$ cat src/verilog/ssp_pkg.sv
// Package for the clock synchronous serial port block.
// Assumes a 25 MHz APB clock and 32-bit APB data with one register per word.
package ssp_pkg;
  // Register byte offsets.
  localparam logic [11:0] SSP_OFF_ROUTE   = 12'h018b;
  localparam logic [11:0] SSP_ADDR_ROUTE  = 12'h062c;
  localparam logic [11:0] SSP_ADDR_MODE   = 12'h0600;
  localparam logic [11:0] SSP_ADDR_DIV    = 12'h0604;
  localparam logic [11:0] SSP_ADDR_CTRL0  = 12'h0608;
  localparam logic [11:0] SSP_ADDR_CTRL1  = 12'h060c;
  localparam logic [11:0] SSP_ADDR_TXBUF  = 12'h0610;
  localparam logic [11:0] SSP_ADDR_RXBUF  = 12'h0614;
  // Mode field codes.
  localparam logic [2:0]  SSP_MODE_OFF    = 3'h0;
  localparam logic [2:0]  SSP_MODE_SYNC   = 3'h1;
  // Route register bit positions.
  localparam int          SSP_RT_CLK      = 0;
  localparam int          SSP_RT_FLOW     = 4;
  // Mode register bit positions.
  localparam int          SSP_MD_CLOCK_DIRECTION_BIT    = 3;
  // Control 0 bit positions.
  localparam int          SSP_C0_SRC      = 0;
  localparam int          SSP_C0_CRS      = 2;
  localparam int          SSP_C0_SHIFT_REG_EMPTY_FLAG    = 3;
  localparam int          SSP_C0_CRD      = 4;
  localparam int          SSP_C0_NCH      = 5;
  localparam int          SSP_C0_CLOCK_POLARITY_BIT    = 6;
  localparam int          SSP_C0_BIT_ORDER_SELECT    = 7;
  // Control 1 bit positions.
  localparam int          SSP_C1_TE       = 0;
  localparam int          SSP_C1_TI       = 1;
  localparam int          SSP_C1_RE       = 2;
  localparam int          SSP_C1_RI       = 3;
  localparam int          SSP_C1_IRS      = 4;
  localparam int          SSP_C1_RRM      = 5;
  localparam int          SSP_C1_LCH      = 6;
  // Receive buffer overrun flag position.
  localparam int          SSP_RB_OER      = 12;
  // Frame length and overrun bit count.
  localparam logic [3:0]  SSP_FRAME_BITS  = 4'h8;
  localparam logic [3:0]  SSP_OVR_BIT     = 4'h7;
  // Prescaler ratios for the three divided count sources, as terminal counts.
  localparam logic [4:0]  SSP_PRE_F8      = 5'h07;
  localparam logic [4:0]  SSP_PRE_F32     = 5'h1f;
  localparam logic [4:0]  SSP_PRE_FC      = 5'h0f;
  // Reset values.
  localparam logic [7:0]  SSP_RST_BYTE    = 8'h00;
  localparam logic [7:0]  SSP_RST_CTRL1   = 8'h02;
endpackage

$ cat src/verilog/ssp_sync_serial.sv
// Clock synchronous serial port: APB registers, rate divider, shifter.
// Assumes APB master on pclk, external pins async to pclk.
//
// Decided for this implementation: the APB register port.
`timescale 1ns/1ps
// Functional notes
// - Every frame is exactly eight data bits, no framing bits.
// - Internal clock is count source divided by 2(n+1).
// - With clock direction one, the clock pin input clocks transfers.
// - Transmit starts on enable, full buffer and low clear-to-send.
// - Receive needs receive enable, transmit enable and full buffer.
// - Polarity zero drives on falling, samples rising; one reverses.
// - Transmit request on buffer move or on shift end, by source bit.
// - Receive request and complete flag on move into receive buffer.
// - Overrun set at seventh bit of a frame received while the receive buffer is still unread.
// - Overrun frame gives no receive request.
// - Bit order select picks LSB first or MSB first both ways.
// - Continuous receive: buffer read clears transmit buffer empty.
// - Inversion flips every transmitted and received data bit.
// - Data out holds its last bit between frames; high bits float when open drain selected.
// - Mode field 001b enables the port, 000b disables it.
// - Route bit 0 connects clock pin, bit 4 flow pin.
// - Routed clock pin outputs internal clock, inputs external clock.
// - Flow pin is clear-to-send input or request-to-send output.
// - Request-to-send low when ready, high at first drive edge of the frame.
// - Clear-to-send high mid frame finishes frame, then stops.
// - Mode 000b or receive disable clears receive error flags.
module ssp_sync_serial
  import ssp_pkg::*;
(
  input  wire logic        pclk,
  input  wire logic        presetn,
  input  wire logic        psel,
  input  wire logic        penable,
  input  wire logic        pwrite,
  input  wire logic [11:0] paddr,
  input  wire logic [31:0] pwdata,
  output logic      [31:0] prdata,
  output logic             pready,
  output logic             pslverr,
  input  wire logic        serial_data_in,
  output logic             serial_data_out,
  output logic             serial_data_out_oe_n,
  input  wire logic        transfer_clock_pin_in,
  output logic             transfer_clock_pin_out,
  output logic             transfer_clock_pin_oe_n,
  input  wire logic        flow_control_pin_in,
  output logic             flow_control_pin_out,
  output logic             flow_control_pin_oe_n,
  output logic             tx_irq,
  output logic             rx_irq
);
  import ssp_pkg::*;

  ////////////////////////////////////////////////////////////////////////////
  typedef struct packed {
    logic [7:0] route;
    logic [7:0] mode;
    logic [7:0] divisor;
    logic [7:0] ctrl0;
    logic [7:0] ctrl1;
    logic [7:0] txbuf;
    logic [7:0] rxbuf;
    logic       overrun;
    logic       rx_pending;
    logic [4:0] pre_cnt;
    logic [7:0] div_cnt;
    logic       sclk;
    logic [7:0] tx_shift;
    logic [7:0] rx_shift;
    logic [3:0] bit_cnt;
    logic       busy;
    logic       sdo;
    logic       rts_high;
    logic [2:0] ck_sync;
    logic       ck_state;
    logic [2:0] cts_sync;
    logic       cts_state;
    logic [2:0] rx_sync;
    logic       rx_state;
    logic       tx_irq;
    logic       rx_irq;
    logic [31:0] prdata;
  } ssp_state_t;

  ssp_state_t state;
  ssp_state_t next_state;

  // Bit that leaves the byte next, honoring bit order.
  function automatic logic ssp_out_bit(input logic [7:0] v,
                                       input logic msb);
    return msb ? v[7] : v[0];
  endfunction

  // Shift a received bit into the proper end of the register.
  function automatic logic [7:0] ssp_in_bit(input logic [7:0] v,
                                            input logic b,
                                            input logic msb);
    return msb ? {v[6:0], b} : {b, v[7:1]};
  endfunction

  ////////////////////////////////////////////////////////////////////////////
  logic enabled;
  logic ext_clk;
  logic clock_polarity_bit;
  logic msb_first;
  logic invert;
  logic flow_on;
  logic cts_mode;
  logic rts_mode;
  logic tick;
  logic clk_now;
  logic clk_prev;
  logic drive_edge;
  logic sample_edge;
  logic start_ok;
  logic apb_wr;
  logic apb_rd;
  logic rd_rxbuf;
  logic [4:0] pre_tc;

  // Decode of configuration fields.
  assign enabled   = (state.mode[2:0] == SSP_MODE_SYNC);
  assign ext_clk   = state.mode[SSP_MD_CLOCK_DIRECTION_BIT];
  assign clock_polarity_bit     = state.ctrl0[SSP_C0_CLOCK_POLARITY_BIT];
  assign msb_first = state.ctrl0[SSP_C0_BIT_ORDER_SELECT];
  assign invert    = state.ctrl1[SSP_C1_LCH];
  assign flow_on   = state.route[SSP_RT_FLOW] & ~state.ctrl0[SSP_C0_CRD];
  assign cts_mode  = flow_on & ~state.ctrl0[SSP_C0_CRS];
  assign rts_mode  = flow_on & state.ctrl0[SSP_C0_CRS];
  assign apb_wr    = psel & penable & pwrite;
  assign apb_rd    = psel & penable & ~pwrite;
  assign rd_rxbuf  = apb_rd & (paddr == SSP_ADDR_RXBUF);

  // Count source select: f1, f8, f32 or fC.
  always_comb begin
    case (state.ctrl0[SSP_C0_SRC +: 2])
      2'h0:    pre_tc = 5'h00;
      2'h1:    pre_tc = SSP_PRE_F8;
      2'h2:    pre_tc = SSP_PRE_F32;
      default: pre_tc = SSP_PRE_FC;
    endcase
  end

  // Clock level as seen by the shifter, internal or synchronised pin.
  assign clk_now  = ext_clk ? state.ck_state : state.sclk;
  assign clk_prev = ext_clk ? state.ck_sync[2] : ~state.sclk;
  assign drive_edge  = ext_clk
    ? (state.ck_sync[1] == state.ck_sync[2]) &&
      (state.ck_sync[1] != state.ck_state) && (state.ck_sync[1] == clock_polarity_bit)
    : tick && (state.sclk != clock_polarity_bit);
  assign sample_edge = ext_clk
    ? (state.ck_sync[1] == state.ck_sync[2]) &&
      (state.ck_sync[1] != state.ck_state) && (state.ck_sync[1] != clock_polarity_bit)
    : tick && (state.sclk == clock_polarity_bit);

  // Start only with transmit enabled, data buffered and clear-to-send low.
  assign start_ok = enabled && state.ctrl1[SSP_C1_TE] &&
                    !state.ctrl1[SSP_C1_TI] &&
                    !(cts_mode && state.cts_state);

  ////////////////////////////////////////////////////////////////////////////
  // Next-state logic for registers, divider and shifter.
  always_comb begin
    next_state = state;
    next_state.tx_irq = 1'b0;
    next_state.rx_irq = 1'b0;
    tick = 1'b0;
    // Three-stage pin synchronisers; a level counts once stages 2 and 3 agree.
    next_state.ck_sync  = {state.ck_sync[1:0], transfer_clock_pin_in};
    next_state.cts_sync = {state.cts_sync[1:0], flow_control_pin_in};
    next_state.rx_sync  = {state.rx_sync[1:0], serial_data_in};
    if (state.ck_sync[1] == state.ck_sync[2]) begin
      next_state.ck_state = state.ck_sync[2];
    end
    if (state.cts_sync[1] == state.cts_sync[2]) begin
      next_state.cts_state = state.cts_sync[2];
    end
    if (state.rx_sync[1] == state.rx_sync[2]) begin
      next_state.rx_state = state.rx_sync[2];
    end
    // Rate divider: half period of (n+1) count source ticks.
    if (state.busy && !ext_clk) begin
      if (state.pre_cnt == pre_tc) begin
        next_state.pre_cnt = 5'h00;
        if (state.div_cnt == state.divisor) begin
          next_state.div_cnt = 8'h00;
          tick = 1'b1;
        end else begin
          next_state.div_cnt = state.div_cnt + 8'h01;
        end
      end else begin
        next_state.pre_cnt = state.pre_cnt + 5'h01;
      end
    end else begin
      next_state.pre_cnt = 5'h00;
      next_state.div_cnt = 8'h00;
      next_state.sclk    = ~clock_polarity_bit;
    end
    if (tick) begin
      next_state.sclk = ~state.sclk;
    end
    // Load the shift register when start conditions hold.
    if (!state.busy && start_ok) begin
      next_state.busy     = 1'b1;
      next_state.tx_shift = state.txbuf ^ {8{invert}};
      next_state.bit_cnt  = 4'h0;
      next_state.ctrl1[SSP_C1_TI] = 1'b1;
      next_state.sclk     = ~clock_polarity_bit;
      if (!state.ctrl1[SSP_C1_IRS]) begin
        next_state.tx_irq = 1'b1;
      end
      // First bit goes out before the first clock edge.
      next_state.sdo = ssp_out_bit(state.txbuf ^ {8{invert}}, msb_first);
      next_state.rts_high = 1'b0;
    end else if (state.busy) begin
      // Drive edge: present the next bit; RTS rises at the first one.
      if (drive_edge) begin
        if (state.bit_cnt != 4'h0) begin
          next_state.sdo = ssp_out_bit(state.tx_shift, msb_first);
        end
        if (state.bit_cnt == 4'h0 && clk_now != clk_prev) begin
          next_state.rts_high = 1'b1;
        end
        if (state.bit_cnt == 4'h0) begin
          next_state.rts_high = 1'b1;
        end
      end
      // Sample edge: capture input, advance shifter.
      if (sample_edge) begin
        next_state.rx_shift = ssp_in_bit(state.rx_shift,
                                         state.rx_state ^ invert,
                                         msb_first);
        next_state.tx_shift = msb_first ? {state.tx_shift[6:0], 1'b0}
                                        : {1'b0, state.tx_shift[7:1]};
        next_state.bit_cnt = state.bit_cnt + 4'h1;
        if (state.bit_cnt + 4'h1 == SSP_OVR_BIT && state.rx_pending &&
            state.ctrl1[SSP_C1_RE]) begin
          next_state.overrun = 1'b1;
        end
        if (state.bit_cnt + 4'h1 == SSP_FRAME_BITS) begin
          // Clear-to-send is rechecked before the next frame starts.
          next_state.busy = 1'b0;
          if (state.ctrl1[SSP_C1_IRS]) begin
            next_state.tx_irq = 1'b1;
          end
          if (state.ctrl1[SSP_C1_RE]) begin
            next_state.rxbuf = ssp_in_bit(state.rx_shift,
                                          state.rx_state ^ invert,
                                          msb_first);
            if (!state.rx_pending) begin
              next_state.rx_pending = 1'b1;
              next_state.ctrl1[SSP_C1_RI] = 1'b1;
              next_state.rx_irq = 1'b1;
            end
          end
        end
      end
    end
    // Leaving mode 001b or a cleared transmit enable stops the shifter.
    if (!enabled || !state.ctrl1[SSP_C1_TE]) begin
      next_state.busy = 1'b0;
      next_state.sdo  = 1'b1;
    end
    // APB writes.
    if (apb_wr) begin
      case (paddr)
        SSP_ADDR_ROUTE: next_state.route   = pwdata[7:0];
        SSP_ADDR_MODE:  next_state.mode    = pwdata[7:0];
        SSP_ADDR_DIV:   next_state.divisor = pwdata[7:0];
        SSP_ADDR_CTRL0: next_state.ctrl0   =
          {pwdata[7:4], state.ctrl0[SSP_C0_SHIFT_REG_EMPTY_FLAG], pwdata[2:0]};
        SSP_ADDR_CTRL1: next_state.ctrl1   =
          {pwdata[7:4], next_state.ctrl1[SSP_C1_RI], pwdata[2],
           next_state.ctrl1[SSP_C1_TI], pwdata[0]};
        SSP_ADDR_TXBUF: begin
          next_state.txbuf = pwdata[7:0];
          if (!(!state.busy && start_ok)) begin
            next_state.ctrl1[SSP_C1_TI] = 1'b0;
          end
        end
        default: ;
      endcase
    end
    // Receive buffer read frees the buffer; continuous mode rearms.
    if (rd_rxbuf) begin
      if (!(next_state.rx_irq)) begin
        next_state.rx_pending = 1'b0;
        next_state.ctrl1[SSP_C1_RI] = 1'b0;
      end
      if (state.ctrl1[SSP_C1_RRM] && !(!state.busy && start_ok)) begin
        next_state.ctrl1[SSP_C1_TI] = 1'b0;
      end
    end
    // Error flags clear on mode off or receive disable.
    if (next_state.mode[2:0] == SSP_MODE_OFF ||
        !next_state.ctrl1[SSP_C1_RE]) begin
      next_state.overrun = 1'b0;
    end
    // Shift register empty flag mirrors the shifter.
    next_state.ctrl0[SSP_C0_SHIFT_REG_EMPTY_FLAG] = ~next_state.busy;
    // Registered read data.
    next_state.prdata = 32'h0000_0000;
    case (paddr)
      SSP_ADDR_ROUTE: next_state.prdata[7:0] = state.route;
      SSP_ADDR_MODE:  next_state.prdata[7:0] = state.mode;
      SSP_ADDR_DIV:   next_state.prdata[7:0] = state.divisor;
      SSP_ADDR_CTRL0: next_state.prdata[7:0] = state.ctrl0;
      SSP_ADDR_CTRL1: next_state.prdata[7:0] = state.ctrl1;
      SSP_ADDR_TXBUF: next_state.prdata[7:0] = state.txbuf;
      SSP_ADDR_RXBUF: begin
        next_state.prdata[7:0] = state.rxbuf;
        next_state.prdata[SSP_RB_OER] = state.overrun;
      end
      default: ;
    endcase
  end

  ////////////////////////////////////////////////////////////////////////////
  // State register.
  always_ff @(posedge pclk or negedge presetn) begin
    if (!presetn) begin
      state       <= '0;
      state.ctrl1 <= SSP_RST_CTRL1;
      state.ctrl0 <= 8'h08;
      state.sdo   <= 1'b1;
      state.sclk  <= 1'b1;
      state.rts_high <= 1'b1;
      state.ck_sync  <= 3'h7;
      state.ck_state <= 1'b1;
      state.cts_sync <= 3'h7;
      state.cts_state <= 1'b1;
      state.rx_sync  <= 3'h7;
      state.rx_state <= 1'b1;
    end else begin
      state <= next_state;
    end
  end

  ////////////////////////////////////////////////////////////////////////////
  // APB answers: setup cycle captures read data, access completes at once.
  assign pready  = 1'b1;
  assign pslverr = 1'b0;
  assign prdata  = state.prdata;

  // Pins: data holds its last bit between frames; high bits float in open-drain mode.
  assign serial_data_out      = state.sdo;
  assign serial_data_out_oe_n = !enabled ||
    (state.ctrl0[SSP_C0_NCH] && state.sdo);
  assign transfer_clock_pin_out = state.sclk;
  assign transfer_clock_pin_oe_n = !(state.route[SSP_RT_CLK] && enabled &&
                                     !ext_clk);
  assign flow_control_pin_out  = state.busy ? state.rts_high :
    !(enabled && state.ctrl1[SSP_C1_RE]);
  assign flow_control_pin_oe_n = !(rts_mode && enabled);
  assign tx_irq = state.tx_irq;
  assign rx_irq = state.rx_irq;

endmodule // ssp_sync_serial

$ cat config.mk
export PLATFORM = sky130hd
export DESIGN_NAME = ssp_sync_serial
export DESIGN_NICKNAME = d
export VERILOG_FILES = /design/src/verilog/ssp_pkg.sv /design/src/verilog/ssp_sync_serial.sv
export SDC_FILE = /design/constraint.sdc
export NUM_CORES = 1
export LEC_CHECK = 0
export BUFFER_PORTS_ARGS = -buffer_cell sky130_fd_sc_hd__buf_2
export CAP_MARGIN = 15
export CORE_ASPECT_RATIO = 0.5
export CORE_MARGIN = 2
export CORE_UTILIZATION = 55
export DETAILED_ROUTE_END_ITERATION = 10
export PLACE_DENSITY = 0.78
export SYNTH_ARGS = -nofsm -noshare
export SYNTH_HDL_FRONTEND = slang
export SYNTH_SLANG_ARGS = --single-unit
$ cat constraint.sdc
create_clock -name pclk -period 5.35 [get_ports pclk]
set_input_delay 0.2675 -clock pclk [delete_from_list [all_inputs] [get_ports pclk]]
set_output_delay 0.2675 -clock pclk [all_outputs]
set_load 0.02 [all_outputs]
After elaboration in Yosys (flattened, before gate mapping)
Index checks and enable logic that the tools add are counted.

operators by class
  $add $sub $neg = 3
  equal/unequal tests = 26
  bitwise gates (word level) = 16
  muxes and demuxes = 70
  reductions and logical operators = 60

operator list
  kind                                                                count
  12-bit by 11-bit == test with 1-bit output (second input constant)  7
  8-bit two-way mux                                                   8
  8-bit case mux with 7 select lines                                  1
  1-bit two-way mux                                                   44
  35-bit two-way mux                                                  1
  23-bit two-way mux                                                  1
  21-bit two-way mux                                                  1
  1-bit logical AND                                                   20
  2-bit two-way mux                                                   8
  5-bit case mux with 3 select lines                                  1
  2-bit AND reduction                                                 7
  13-bit two-way mux                                                  1
  2-bit nonzero test                                                  6
  3-bit nonzero test                                                  4
  1-bit zero test                                                     11
  3-bit AND reduction                                                 3
  8-bit by 1-bit adder with 8-bit output (second input constant)      1
  8-bit == test                                                       1
  8-bit bitwise XOR                                                   1
  1-bit bitwise AND                                                   7
  7-bit two-way mux                                                   1
  1-bit NOT                                                           7
  6-bit two-way mux                                                   1
  5-bit by 1-bit adder with 5-bit output (second input constant)      1
  21 further kinds                                                    31

storage, ports and cells
  output and inout port bits = 42
  input bits = 52
  bits in registers = 118
  logic and storage cells = 205

Depth between registers and ports, before layout
  depth after elaboration = 16
  mapped depth = 8
  depth with buffers taken out = 6

Least setup slack after synthesis
OpenSTA, ideal clock, no wires.

  path type = reg-to-reg
  start point = reg state (netlist bit transfer_clock_pin_out)
  end point = reg state[49] (netlist bit)
  period minus slack after synthesis = 1928 ps
  arrival time = 1804 ps
  path slack = 3422 ps
  stages on the path, launching flop included = 8
  required time = 5225 ps
  path through = dfstp_2 -> xor2_1 -> inv_1 -> and3_1 -> a31o_2 -> buf_4 -> buf_4 -> mux2_2

on the way
  word-level cells in the longest chain between the ends = 5

RTL lines
  what                           RTL line                RTL
  start, declared                ssp_sync_serial.sv:86   ssp_state_t state;
  start signal, assigned         ssp_sync_serial.sv:336  state <= next_state;
  1-bit == test                  ssp_sync_serial.sv:155  : tick && (state.sclk == clock_polarity_bit);
  1-bit logical AND              ssp_sync_serial.sv:155
  1-bit two-way mux              ssp_sync_serial.sv:153  ? (state.ck_sync[1] == state.ck_sync[2]) &&
  2-bit nonzero test (no line)   --
  2-bit AND reduction (no line)  --

Every way passes these cells.
A chain may end at the register's enable or synchronous reset.

Worst setup path in the final report
  start point = reg state[110] (netlist bit)
  end point = reg state[91] (netlist bit)

on the way
  word-level cells in the longest chain between the ends = 8
  elaborated cells on any way between the ends = 10
  classes of those cells = eq/ne (3); mux (4); reduce/logical (3)

RTL lines
  what                                         RTL line                RTL
  2-bit == test, or another cell as far along  ssp_sync_serial.sv:137  case (state.ctrl0[SSP_C0_SRC +: 2])
  5-bit case mux with 3 select lines (*)       ssp_sync_serial.sv:137
  5-bit == test (*)                            ssp_sync_serial.sv:184  if (state.pre_cnt == pre_tc) begin
  1-bit two-way mux (*)                        ssp_sync_serial.sv:184
  1-bit two-way mux (*)                        ssp_sync_serial.sv:183  if (state.busy && !ext_clk) begin
  1-bit logical AND (*)                        ssp_sync_serial.sv:155
  1-bit two-way mux (*)                        ssp_sync_serial.sv:153
  5-bit AND reduction (no line) (*)            --

Every way passes the cells marked *; elsewhere a longest branch is shown, timed or not.

==> results by group <==
Run status
  – Status: finished clean

Worst setup path
  – Worst EP required: 5.65 ns
  – CP Launch Type: flop
  – Critical path class: reg2reg
  – Terminus of the critical flop-to-flop path: state[91]$_DFFE_PN0P_
  – Critical R2R Launch: state[110]$_DFFE_PN0P_
  – Arrival time of the worst setup path: 3.04 ns
  – Largest fanout on the critical path: 33
  – FF-to-FF path depth: 6
  – Crit end category: flop
  – Setup slack, reg-to-reg: 2.61 ns

Synthesis
  – Sequential area share after synthesis: 50.92%
  – Ranking of synthesized cells by area: dfrtp_1 43%, mux2_2 14%, dfstp_2 7.6%, buf_4 4.6%, a22oi_1 2.3%
  – Synth cell types: 58
  – Flops & latches, synth: 118
  – Top-area cell type share of the netlist area: 43.27%
  – Async set or reset register ratio after synthesis: 100.0%
  – Synthesized instance count: 493
  – Synthesized cell area: 5841 um2
  – Synth Flop Type: dfrtp_1
  – Yosys warns: 0
  – Synth Area per Inst: 11.85 um2
  – Area leader, netlist: dfrtp_1
  – Post-synth EDFFs: 0

Floorplan
  – Die span in x: 149.7 um
  – Core Footprint: 10280 um2
  – Initial Util: 56.82%
  – Die H: 76.87 um
  – Site Rows: 26
  – # IOs: 94
  – Die Footprint: 11510 um2

Global routing
  – Largest net degree at the start of global routing: 67
  – Vias in the first global route: 4025
  – Grt ovf: 0
  – Initial antenna violation count: 0
  – Global-route wire length before repair: 21.33 mm
  – Total GRT Usage: 24.73%

Place
  – Hpwl dp: 8.818 mm
  – Port Buffers: 44
  – DP Cell Count: 658
  – GP Congestion: 0.8457

Hold path
  – Worst hold path type: in2reg
  – Hold Path Origin: pwdata[3]
  – Hold depth: 2
  – WHS Endpoint: state[120]$_DFFE_PN0P_

Clock network
  – Clock-pin slew on the worst setup and hold paths: 0.06 ns
  – Worst-Skew Late Latency: 0.42 ns
  – Cts hold-fix bufs: 4
  – Clock Sinks: 118
  – Post-CTS Setup Bufs: 0
  – PostCTS Resize Cnt: 0
  – CTS tree: yes
  – CTS Root Cell: clkbuf_16
  – H-tree level count: 4
  – Clock tree buffer depth: 2
  – CTS Buf Count: 17

STA
  – Worst slew pin tran: 0.8528 ns
  – Slew headroom: 42.93%
  – RSZ-0062 raised after global routing: no
  – Skew final: 0.006852 ns
  – Post-route clock period utilization: 51.28%
  – Setup violators final: 0
  – Pins Over Slew Limit: 0
  – Setup_tns: 0 ns
  – Fin crit period: 2.743 ns
  – Fmax: 364.5 MHz
  – Final hold viol count: 0

Power
  – Pwr/cell area: 322.9 nW/um2
  – Leak pwr: 0.003163 uW
  – VDD IR max: 0.2431 mV

Layout
  – Final net count: 599
  – Register Area: 2974 um2
  – Post-Layout Cell Count: 694
  – Synth-to-Final Area Change: 14.44%
  – Antenna diode count: 0
  – Layout cells sized above 1: 32.67%
  – # fillers: 791
  – Area of the multi-input gates: 2614 um2

Route
  – DR vias/cell: 5.890
  – Drt first pass iters: 7
  – Routed vias: 4088
  – DR WL/cell: 18.85 um
  – DRC Markers: 0
  – Final ANT Viol Nets: 0
  – DR iter-0 viols: 360
  – Drt total wl: 13.08 mm

Flow run
  – Max Cap Viol: 0
[layout make-up]
class / count / area share [%]
multi-input combinational: 346 / 39.11
clock buffer: 18 / 6.571
inverter: 8 / 0.4493
tap: 140 / 2.621
clock inverter: 14 / 2.602
sequential: 118 / 44.50
timing repair buffer: 50 / 4.156
[Yosys cell counts (2+ instances only)]
cell / instances
nor3_1: 4
a211oi_1: 2
and3b_1: 2
buf_4: 36
nor3b_1: 3
clkbuf_1: 6
dfrtp_1: 101
ha_1: 6
dfstp_2: 17
o211ai_1: 2
and3_1: 7
mux2_2: 73
o21a_1: 5
a221o_1: 5
nor2b_1: 5
maj3_1: 3
nand3_1: 22
nand2b_1: 2
nand3_2: 2
inv_1: 7
and2_1: 4
a22o_1: 4
a222oi_1: 8
xor2_1: 14
nand2_1: 28
mux2i_1: 8
nand4b_1: 2
nand4_1: 2
nand3b_1: 5
nor3_2: 2
a22oi_1: 18
xnor2_1: 12
o31ai_1: 4
a21oi_1: 5
nor2_1: 31
conb_1: 2
o21ai_0: 12
or3_1: 2
[power breakdown]
group | leakage, uW | internal, uW | switching, uW
sequential | 0.00158 | 904 | 4.42
combinational | 0.00129 | 16.4 | 47.1
clock | 0.000290 | 749 | 438
total | 0.00316 | 1670 | 489
[cells by family (layout without fill, tap and decap cells)]
kind of cell | count (synthesis) | count (layout) | synth area share, %
muxes | 82 | 82 | 15.70
buffers and inverters | 52 | 90 | 5.805
DFF | 118 | 118 | 50.92
AOI/OAI and AO/OA | 71 | 71 | 9.233
adders and majority gates | 9 | 9 | 1.799
and+or+nand+nor | 133 | 133 | 12.51
other | 2 | 25 | 0.1286
xor gates and xnor gates | 26 | 26 | 3.899
[state kept, by name, indices dropped and copies added (netlist names)]
register                cells
ext_clk                     1
next_state                  6
rx_irq                      1
transfer_clock_pin_out      1
invert                      1
state                      95
prdata                      9
serial_data_out             1
tx_irq                      1
msb_first                   1
clock_polarity_bit          1
[metal layers]
metal	share of wire, %	up-vias	GRT usage [%]	wire length (um)
li1	-	1837	-	-
met1	45	2063	34.51	5914
met2	45	167	36.65	5949
met3	7.6	21	7.560	997
met4	1.7	0	9.057	217
met5	0	-	0	0
[how the worst max path moves through the flow]
stage	start	to	slack (ns)	cells past startpoint
after global placement	state[110]$_DFFE_PN0P_	state[89]$_DFFE_PN0P_	2.75	6
after detailed placement	state[110]$_DFFE_PN0P_	state[92]$_DFFE_PN0P_	2.64	6
after global routing	state[110]$_DFFE_PN0P_	state[86]$_DFFE_PN0P_	2.42	6
after floorplan	transfer_clock_pin_out$_DFFE_PN1P_	state[49]$_DFFE_PN0P_	3.42	7
final	state[110]$_DFFE_PN0P_	state[91]$_DFFE_PN0P_	2.61	6
after CTS	state[110]$_DFFE_PN0P_	state[85]$_DFFE_PN0P_	2.63	6
[stage by stage]
step                      util [%]  cell area (um2)  power, uW  setup WS (ns)  hold WS [ns]
after floorplan                  -             5927      961.9          3.422      -0.02809
after global placement       58.67             6031      983.8          2.754        0.3467
after detailed placement     58.67             6031      985.4          2.641        0.3482
after CTS                    65.02             6684       2169          2.627        0.1482
after global routing         65.02             6684       2225          2.421        0.1625
final                        65.02             6684       2158          2.607        0.1700
[placed cells by master, fill, tap and decap left out, types with 7 or more instances in the layout]
cell type,Yosys,layout
inv_1,7,7
and3_1,7,7
nand3_1,22,22
a222oi_1,8,8
xor2_1,14,14
mux2i_1,8,8
mux2_2,73,73
nor2_1,31,31
conb_1,2,25
nand2_1,28,28
dfstp_2,17,17
a22oi_1,18,18
o21ai_0,12,12
dfrtp_1,101,101
xnor2_1,12,12
clkbuf_16,0,17
buf_2,1,43
[worst max-delay path, cell delays in order, from the launching register on]
cell and delay [ns]:
dfrtp_1 0.47, xnor2_1 0.21, nand4b_1 0.13, a22oi_2 0.33, a31o_2 0.69, nand3_2 0.40, mux2_2 0.38
No activity file was read; power rests on OpenSTA's default activity.
